`src/hsfs_pkg.sv`:
```
// Package for the high-side fault shutdown control block.
// Assumes one 100 MHz clock and a register port of 7-bit address, 16-bit data.
package hsfs_pkg;

    // ************************************************************
    // Register map
    // ************************************************************
    localparam int unsigned NUM_SW = 4;
    localparam int unsigned ADDR_W = 7;
    localparam int unsigned DATA_W = 16;
    localparam logic [6:0] CFG_ADDR = 7'h07;
    localparam logic [15:0] CFG_RESET = 16'h0000;
    // Writable bits; bit 4 and bits 2:0 are reserved
    localparam logic [15:0] CFG_WR_MASK = 16'hFFE8;

    // ************************************************************
    // Field positions
    // ************************************************************
    localparam int unsigned OV_REC_LSB = 12;
    localparam int unsigned OT_SCOPE_BIT = 11;
    localparam int unsigned OV_INH_NORM_LSB = 7;
    localparam int unsigned OV_INH_LP_BIT = 6;
    localparam int unsigned UV_INH_BIT = 5;
    localparam int unsigned UV_REC_BIT = 3;

    // ************************************************************
    // Per-switch shutdown states
    // ************************************************************
    typedef enum logic [4:0] {
        ST_RUN    = 5'b0_0001,
        ST_OFF_OV = 5'b0_0010,
        ST_OFF_UV = 5'b0_0100,
        ST_OFF_OT = 5'b0_1000,
        ST_LATCH  = 5'b1_0000
    } hsfs_state_type;

endpackage

```
`src/hsfs_switch_cell.sv`:
```
// Shutdown state machine for one high-side output.
// Assumes fault hit inputs are already synchronised and gated by policy.
`timescale 1ns/1ps
`default_nettype none
module hsfs_switch_cell (
    // Clock and reset
    input wire logic sys_clk_i,
    input wire logic reset_i,
    // Synchronised fault levels and policy-gated fault hits
    input wire logic ov_i,
    input wire logic ov_hit_i,
    input wire logic uv_i,
    input wire logic uv_hit_i,
    input wire logic ot_active_i,
    input wire logic ot_hit_i,
    // Recovery policy
    input wire logic ov_recover_i,
    input wire logic uv_recover_i,
    // Normally selected switch state
    input wire logic sel_on_i,
    // State and override
    output hsfs_pkg::hsfs_state_type state_o,
    output logic forced_off_o
);

    hsfs_pkg::hsfs_state_type state_ff;
    hsfs_pkg::hsfs_state_type nxt_state;

    // ************************************************************
    // Next state
    // ************************************************************
    always_comb begin
        nxt_state = state_ff;
        case (state_ff)
            hsfs_pkg::ST_RUN: begin
                // Thermal wins, then undervoltage, then overvoltage
                if (ot_hit_i) begin
                    nxt_state = hsfs_pkg::ST_OFF_OT;
                end else if (uv_hit_i) begin
                    nxt_state = hsfs_pkg::ST_OFF_UV;
                end else if (ov_hit_i) begin
                    nxt_state = hsfs_pkg::ST_OFF_OV;
                end
            end
            hsfs_pkg::ST_OFF_OV: begin
                if (ot_hit_i) begin
                    nxt_state = hsfs_pkg::ST_OFF_OT;
                end else if (!ov_i) begin
                    nxt_state = ov_recover_i ? hsfs_pkg::ST_RUN : hsfs_pkg::ST_LATCH;
                end
            end
            hsfs_pkg::ST_OFF_UV: begin
                if (ot_hit_i) begin
                    nxt_state = hsfs_pkg::ST_OFF_OT;
                end else if (!uv_i) begin
                    nxt_state = uv_recover_i ? hsfs_pkg::ST_RUN : hsfs_pkg::ST_LATCH;
                end
            end
            hsfs_pkg::ST_OFF_OT: begin
                // No thermal recovery option: latches once the fault clears, then off until the host deselects
                if (!ot_active_i) begin
                    nxt_state = hsfs_pkg::ST_LATCH;
                end
            end
            hsfs_pkg::ST_LATCH: begin
                if (!sel_on_i) begin
                    nxt_state = hsfs_pkg::ST_RUN;
                end
            end
            default: begin
                nxt_state = hsfs_pkg::ST_RUN;
            end
        endcase
    end

    always_ff @(posedge sys_clk_i) begin
        if (reset_i) begin
            state_ff <= hsfs_pkg::ST_RUN;
        end else begin
            state_ff <= nxt_state;
        end
    end

    assign state_o = state_ff;
    assign forced_off_o = (state_ff != hsfs_pkg::ST_RUN);

endmodule
`default_nettype wire

```
`src/hsfs_ctrl.sv`:
```
// High-side fault shutdown control: configuration register and fault policy.
// Assumes fault detector outputs are asynchronous pins, mode and selection
// come from same-clock logic, register accesses are single-cycle strobes.
// Operation
// - Per-switch overvoltage recovery restores or latches off
// - Thermal scope bit: all switches or affected only
// - Normal mode per-switch overvoltage shutdown inhibit
// - Low-power modes share one overvoltage inhibit
// - One undervoltage shutdown inhibit for all switches
// - Shared undervoltage recovery restores or latches off
// - Reserved bits read-only, always zero
`timescale 1ns/1ps
`default_nettype none
module hsfs_ctrl #(
    parameter int unsigned NUM_SW = hsfs_pkg::NUM_SW
) (
    // Clock and resets
    input wire logic sys_clk_i,
    input wire logic reset_i,
    input wire logic restart_i,
    // Register port
    input wire logic reg_wr_i,
    input wire logic reg_rd_i,
    input wire logic [hsfs_pkg::ADDR_W-1:0] reg_addr_i,
    input wire logic [hsfs_pkg::DATA_W-1:0] reg_wdata_i,
    output logic [hsfs_pkg::DATA_W-1:0] reg_rdata_o,
    // Fault detectors
    input wire logic ov_i,
    input wire logic uv_i,
    input wire logic [NUM_SW-1:0] ot_i,
    // Mode and selection
    input wire logic normal_mode_i,
    input wire logic [NUM_SW-1:0] sel_on_i,
    // Switch drive
    output logic [NUM_SW-1:0] forced_off_o,
    output logic [NUM_SW-1:0] out_on_o
);

    // ************************************************************
    // Configuration register
    // ************************************************************
    logic [hsfs_pkg::DATA_W-1:0] cfg_ff;
    logic [hsfs_pkg::DATA_W-1:0] nxt_cfg;
    logic [hsfs_pkg::DATA_W-1:0] rdata_ff;
    logic [hsfs_pkg::DATA_W-1:0] nxt_rdata;
    logic hit_addr;

    assign hit_addr = (reg_addr_i == hsfs_pkg::CFG_ADDR);

    always_comb begin
        nxt_cfg = cfg_ff;
        nxt_rdata = rdata_ff;
        if (restart_i) begin
            nxt_cfg = cfg_ff & hsfs_pkg::CFG_WR_MASK;
        end else if (reg_wr_i && hit_addr) begin
            nxt_cfg = reg_wdata_i & hsfs_pkg::CFG_WR_MASK;
        end
        if (reg_rd_i) begin
            nxt_rdata = hit_addr ? (cfg_ff & hsfs_pkg::CFG_WR_MASK) : '0;
        end
    end

    always_ff @(posedge sys_clk_i) begin
        if (reset_i) begin
            cfg_ff <= hsfs_pkg::CFG_RESET;
            rdata_ff <= '0;
        end else begin
            cfg_ff <= nxt_cfg;
            rdata_ff <= nxt_rdata;
        end
    end

    assign reg_rdata_o = rdata_ff;

    // ************************************************************
    // Fault input synchronisers
    // ************************************************************
    localparam int unsigned SYNC_W = NUM_SW + 2;
    logic [SYNC_W-1:0] sync1_ff;
    logic [SYNC_W-1:0] sync2_ff;
    logic ov_s;
    logic uv_s;
    logic [NUM_SW-1:0] ot_s;

    always_ff @(posedge sys_clk_i) begin
        if (reset_i) begin
            sync1_ff <= '0;
            sync2_ff <= '0;
        end else begin
            sync1_ff <= {ot_i, uv_i, ov_i};
            sync2_ff <= sync1_ff;
        end
    end

    assign ov_s = sync2_ff[0];
    assign uv_s = sync2_ff[1];
    assign ot_s = sync2_ff[SYNC_W-1:2];

    // ************************************************************
    // Fault policy
    // ************************************************************
    logic ot_scope;
    logic ov_inh_lp;
    logic uv_inh;
    logic uv_rec;
    logic ot_any;
    logic [NUM_SW-1:0] ov_rec;
    logic [NUM_SW-1:0] ov_inh_norm;
    logic [NUM_SW-1:0] ov_hit;
    logic [NUM_SW-1:0] uv_hit;
    logic [NUM_SW-1:0] ot_hit;
    logic [NUM_SW-1:0] forced_off;
    logic [NUM_SW-1:0] out_on_ff;
    logic [NUM_SW-1:0] nxt_out_on;
    hsfs_pkg::hsfs_state_type sw_state [NUM_SW];

    assign ot_scope = cfg_ff[hsfs_pkg::OT_SCOPE_BIT];
    assign ov_inh_lp = cfg_ff[hsfs_pkg::OV_INH_LP_BIT];
    assign uv_inh = cfg_ff[hsfs_pkg::UV_INH_BIT];
    assign uv_rec = cfg_ff[hsfs_pkg::UV_REC_BIT];
    assign ov_rec = cfg_ff[hsfs_pkg::OV_REC_LSB +: NUM_SW];
    assign ov_inh_norm = cfg_ff[hsfs_pkg::OV_INH_NORM_LSB +: NUM_SW];
    assign ot_any = |ot_s;

    always_comb begin
        for (int i = 0; i < NUM_SW; i++) begin
            // Normal mode uses per-switch inhibit, stop and sleep the shared one
            ov_hit[i] = ov_s && (normal_mode_i ? !ov_inh_norm[i] : !ov_inh_lp);
            uv_hit[i] = uv_s && !uv_inh;
            ot_hit[i] = ot_scope ? ot_s[i] : ot_any;
        end
    end

    for (genvar g = 0; g < NUM_SW; g++) begin : g_sw
        hsfs_switch_cell u_cell (
            .sys_clk_i(sys_clk_i),
            .reset_i(reset_i),
            .ov_i(ov_s),
            .ov_hit_i(ov_hit[g]),
            .uv_i(uv_s),
            .uv_hit_i(uv_hit[g]),
            .ot_active_i(ot_scope ? ot_s[g] : ot_any),
            .ot_hit_i(ot_hit[g]),
            .ov_recover_i(ov_rec[g]),
            .uv_recover_i(uv_rec),
            .sel_on_i(sel_on_i[g]),
            .state_o(sw_state[g]),
            .forced_off_o(forced_off[g])
        );
    end

    // ************************************************************
    // Output override
    // ************************************************************
    always_comb begin
        nxt_out_on = sel_on_i & ~forced_off;
    end

    always_ff @(posedge sys_clk_i) begin
        if (reset_i) begin
            out_on_ff <= '0;
        end else begin
            out_on_ff <= nxt_out_on;
        end
    end

    assign out_on_o = out_on_ff;
    assign forced_off_o = forced_off;

    for (genvar a = 0; a < NUM_SW; a++) begin : g_chk

    end
endmodule
`default_nettype wire

```
`config.mk`:
```
export PLATFORM = sky130hd
export DESIGN_NAME = hsfs_ctrl
export DESIGN_NICKNAME = d
export VERILOG_FILES = /design/src/hsfs_pkg.sv /design/src/hsfs_switch_cell.sv /design/src/hsfs_ctrl.sv
export SDC_FILE = /design/constraint.sdc
export NUM_CORES = 1
export LEC_CHECK = 0
export BUFFER_PORTS_ARGS = -buffer_cell sky130_fd_sc_hd__buf_2
export CAP_MARGIN = 10
export CORE_MARGIN = 2
export CORE_UTILIZATION = 49
export CTS_CLUSTER_SIZE = 20
export DETAILED_ROUTE_END_ITERATION = 6
export GPL_ROUTABILITY_DRIVEN = 0
export PLACE_DENSITY = 0.76
export SYNTH_ARGS = -nofsm -noshare
export SYNTH_HDL_FRONTEND = slang
export SYNTH_SLANG_ARGS = --single-unit
```
`constraint.sdc`:
```
create_clock -name sys_clk_i -period 1.9 [get_ports sys_clk_i]
set_clock_uncertainty 0.2 [all_clocks]
set_input_delay 0.38 -clock sys_clk_i [delete_from_list [all_inputs] [get_ports sys_clk_i]]
set_output_delay 0.38 -clock sys_clk_i [all_outputs]
set_load 0.05 [all_outputs]
```
* Word-level counts from Yosys, hierarchy flattened *
Index checks and enable logic that the tools add are counted.

storage, ports and cells
  register bits after elaboration = 64
  bits of input ports = 39
  output and inout bits = 24

cells by class
  eq/ne operators = 45
  multiplexer cells = 51
  bitwise operators = 3
  reductions and logical operators = 18

operators with widths
  cell                                                              count
  5-bit 2-to-1 mux                                                  38
  5-bit one-hot mux with 5 select lines                             4
  3-bit by 2-bit != test with 1-bit output (second input constant)  8
  5-bit by 1-bit == test with 1-bit output (second input constant)  4
  5-bit by 2-bit == test with 1-bit output (second input constant)  4
  5-bit by 3-bit == test with 1-bit output (second input constant)  4
  5-bit by 4-bit == test with 1-bit output (second input constant)  4
  5-bit == test (second input constant)                             4
  5-bit by 1-bit != test with 1-bit output (second input constant)  4
  5-bit AND reduction                                               4
  16-bit 2-to-1 mux                                                 1
  2-bit != test (second input constant)                             8
  4-bit by 2-bit != test with 1-bit output (second input constant)  3
  1-bit 2-to-1 mux                                                  8
  7-bit by 3-bit == test with 1-bit output (second input constant)  1
  1-bit logical AND                                                 6
  1-bit logical NOT                                                 6
  4-bit AND                                                         1
  4-bit by 1-bit != test with 1-bit output (second input constant)  1
  4-bit NOT                                                         1
  4-bit OR reduction                                                1
  2-bit AND reduction                                               1
  1-bit NOT                                                         1

* Depth between registers and ports, before layout *
  depth after elaboration = 7
  mapped depth = 7
  depth with buffers taken out = 5

* Modules after synthesis *
A second synthesis with hierarchy kept.

second synthesis, totals
  cell total of the unflattened synthesis = 382
  area total of the unflattened synthesis = 3276.9 sq um

by module, submodules not included
  module            instances  cells each  area each (sq um)
  hsfs_switch_cell  4          55          417.9
  hsfs_ctrl         1          162         1605.3

* Worst setup path before layout *
Ideal clock, no wire load.

  path kind = input-to-reg
  start = input port reg_addr_i[5] (netlist name)
  end = register cfg_ff[6] (netlist name)
  setup time = 128 ps
  arrival time = 1770 ps
  data required time = 1572 ps
  path slack = -198 ps
  cell stages on the path = 7
  buffers on the path = 2
  path through = or4b_1 nor3_1 and3b_1 buf_2 buf_4 mux2i_1 nor2_1

between the ends
  longest elaborated chain between the ends = 3

RTL lines
  item                                      RTL line         text
  from (decl)                               hsfs_ctrl.sv:24  input wire logic [hsfs_pkg::ADDR_W-1:0] reg_addr_i,
  7-bit by 3-bit == test with 1-bit output  hsfs_ctrl.sv:48  assign hit_addr = (reg_addr_i == hsfs_pkg::CFG_ADDR);
  1-bit logical AND                         hsfs_ctrl.sv:55  end else if (reg_wr_i && hit_addr) begin
  2-bit AND reduction (no line)             n/a
  to (signal assigned)                      hsfs_ctrl.sv:65  cfg_ff <= hsfs_pkg::CFG_RESET;
  to (signal assigned)                      hsfs_ctrl.sv:68  cfg_ff <= nxt_cfg;
  to (decl)                                 hsfs_ctrl.sv:42  logic [hsfs_pkg::DATA_W-1:0] cfg_ff;

Every way passes these cells.
A chain may end at the register's enable or synchronous reset.

* Worst setup path after layout *
  start = register g_sw[1].u_cell.state_ff[1]
  end = output port forced_off_o[1]

between the ends
  longest elaborated chain between the ends = 1

RTL lines
  item                                      RTL line                text
  from (decl)                               hsfs_switch_cell.sv:26  hsfs_pkg::hsfs_state_type state_ff;
  from (signal assigned)                    hsfs_switch_cell.sv:78  state_ff <= hsfs_pkg::ST_RUN;
  from (signal assigned)                    hsfs_switch_cell.sv:80  state_ff <= nxt_state;
  5-bit by 1-bit != test with 1-bit output  hsfs_switch_cell.sv:85  assign forced_off_o = (state_ff != hsfs_pkg::ST_RUN);
  to (decl)                                 hsfs_ctrl.sv:35         output logic [NUM_SW-1:0] forced_off_o,

Every way passes these cells.

==> results.json <==
{
  "grt_antenna_before_repair": 0,
  "drt_iter0_markers": 140,
  "finalWirelength_mm": 8.14,
  "yosysWarningCount": 0,
  "synth_top_cell_area_share": 0.416,
  "synth_top_family_by_area": "simple AND/OR/NAND/NOR gates",
  "intPower_mw": 2.62,
  "setup_slack_ns": -0.279,
  "synth-seq-cells": 60,
  "cts_buffers": 9,
  "synthFlopType": "dfxtp_1",
  "synth.distinct_cells": 58,
  "drv_slew": 0,
  "clkPwrFrac": 0.342,
  "portBuffers": 54,
  "vias_per_cell": 5.69,
  "synth_adder_area_share": 0,
  "die_h_microns": 80.7,
  "p_leak_nw": 1.67,
  "end_kind": "output pin",
  "wl_per_cell_microns": 16.0,
  "yosys.area_share.simple": 0.299,
  "cts.sinks": 60,
  "cpMaxStageDelayCell": "or4b_4",
  "p_total_mw": 3.84,
  "core_sq_mm": 0.00561,
  "slowest_delay_ns": 0.52,
  "violations": "setup timing",
  "min_path_type": "input port to flip-flop",
  "remaining_drc_errors": 0,
  "pwr-share-seq": 0.367,
  "muxShareOfSynthArea": 0.0451,
  "clk_latency_ns": 0.35,
  "synth_sequential_area_ratio": 0.416,
  "synth_cells": 339,
  "cts_root_buffer": "clkbuf_8",
  "die_x_microns": 80.7,
  "arrival_ns": 1.60,
  "cts.clk_slew.worst_paths_ns": 0.07,
  "period_needed_ns": 2.18,
  "synth_most_common_cell": "dfxtp_1",
  "cts_buffer_depth": 2,
  "required_ns": 1.32,
  "ys_top_cells_by_count": "dfxtp_1 (60), nor2_1 (39), nor2b_1 (30), a21oi_1 (25), nor3_1 (14)",
  "pin_count": 63,
  "grtUsageTotal": 0.248,
  "p_switching_mw": 1.22,
  "final-setup-viol-count": 12,
  "synth_area_sq_mm": 0.00289,
  "cts_tree": "built",
  "crit_chain": "or4b_4, or2_4, buf_6",
  "start_util": 0.515,
  "drtAntennaViolNets": 0,
  "synthTopCellsByArea": "dfxtp_1 (42%), nor2b_1 (6.5%), nor2_1 (5.1%), mux2i_1 (4.5%), a21oi_1 (4.3%)",
  "vdd_drop_max_uv": 784,
  "antenna_cells": 0,
  "ys_async_sr_fraction": 0,
  "grt_pass1_wl_mm": 12.3,
  "swShare": 0.317,
  "synth_area_leader_cell": "dfxtp_1",
  "dp_hpwl_mm": 5.15,
  "worstPathMaxFanout": 2,
  "drive_gt1_frac": 0.391,
  "comb_power_share": 0.290,
  "period_share": 1.15,
  "rsz0062_at_grt": "yes",
  "syn_avg_cell_area_sq_um": 8.51,
  "synthXorXnorAreaFrac": 0.00304,
  "finalHoldViolations": 0,
  "vias": 2896,
  "drv_cap": 0,
  "grt_pass1_vias": 2605,
  "rows": 27,
  "fin_nets": 471,
  "critPathLaunchType": "flip-flop",
  "synth-compound-area-share": 0.171,
  "cellPowerDensity_mw_per_mm2": 953,
  "worstSetupPathType": "flip-flop to output pin",
  "fin_tns_setup_ns": -1.45,
  "htree_num_levels": 3,
  "fmax_mhz": 459,
  "status": "finished with violations",
  "dr.pass1.iters": 4,
  "grt_max_degree": 33,
  "overflow": 0,
  "synth_edf_count": 0,
  "die_area_sq_mm": 0.00652,
  "syn2layout_area_growth_pct": 39.5
}
[metal layers]
layer,share of wire,up-vias,GRT usage
li1,-,1398,-
met1,0.41,1375,0.305
met2,0.51,102,0.410
met3,0.054,21,0.0556
met4,0.025,0,0.122
met5,0,-,0
[path summary, 6_finish.rpt]
check	start	to	slack, ns	cells after the start
worst max-delay path	g_sw[1].u_cell.state_o[1]$_SDFFE_PP0P_	forced_off_o[1]	-0.28	3
worst min-delay path	ot_i[0]	sync1_ff[2]$_SDFF_PP0_	0.04	2
worst max register to register	g_sw[1].u_cell.state_o[1]$_SDFFE_PP0P_	g_sw[1].u_cell.state_o[1]$_SDFFE_PP0P_	-0.19	6
worst min register to register	sync1_ff[1]$_SDFF_PP0_	sync2_ff[1]$_SDFF_PP0_	0.24	1
[flip-flops by register name (all words and copies together), names as in the netlist]
| signal | flops |
|---|---|
| reg_rdata_o | 12 |
| sync1_ff | 6 |
| sync2_ff | 6 |
| cfg_ff | 12 |
| out_on_o | 4 |
| g_sw.u_cell.state_o | 20 |
[logic make-up after synthesis]
| kind of cell | Yosys count |
|---|---|
| mux | 13 |
| simple gates | 153 |
| buf+inv | 37 |
| other cells | 1 |
| xor+xnor | 1 |
| flops | 60 |
| compound gates | 74 |
[critical path: cells and delay by family (launching register included)]
family / cells / cell delay (ns)
flops: 1 / 0.32
buf+inv: 1 / 0.15
simple gates: 2 / 0.78
[layout by cell type (no fill, tap or decap), types with 10 or more instances in the layout]
cell,n
dfxtp_1,50
buf_2,50
buf_4,41
nor2_1,37
nor2b_1,29
a21oi_1,23
mux2i_1,13
nand2_1,12
inv_1,11
buf_6,11
nor3_1,10
clkbuf_8,10
[layout make-up]
type / count / area, sq um
multi-input combinational: 245 / 1730
fill: 411 / 1580
sequential: 60 / 1220
timing repair buffer: 104 / 722
clock buffer: 11 / 141
tap: 72 / 90.1
clock inverter: 5 / 85.1
inverter: 12 / 45.0
[repair_timing]
| action | in CTS | in global routing |
|---|---|---|
| hold endpoints to repair | 0 | 0 |
| pin swaps | 10 | 16 |
| setup buffers | 9 | 7 |
| hold buffers | 0 | 0 |
| gates resized for setup | 26 | 42 |
| setup endpoints to repair | 14 | 28 |
[per-stage QoR]
stage | instances | hold slack [ns] | setup WS [ns] | utilization | cell area (sq um)
after CTS | 505 | 0.0287 | -0.294 | 0.683 | 3830
after floorplan | 342 | 0.214 | -0.162 | - | 2940
after detailed placement | 480 | 0.220 | -0.304 | 0.613 | 3440
after global routing | 509 | 0.0312 | -0.318 | 0.718 | 4030
after global placement | 480 | 0.228 | -0.245 | 0.613 | 3440
final | 509 | 0.0368 | -0.279 | 0.718 | 4030
[power by group through the flow]
stage,Clock (mW),Sequential (mW),Combinational (mW)
6_report,1.31,1.41,1.11
5_1_grt,1.38,1.42,1.19
4_1_cts,1.32,1.40,0.985
3_5_place_dp,0,1.42,0.833
3_3_place_gp,0,1.42,0.821
2_1_floorplan,0,1.45,0.612
Power figures use the tool's default switching activity.
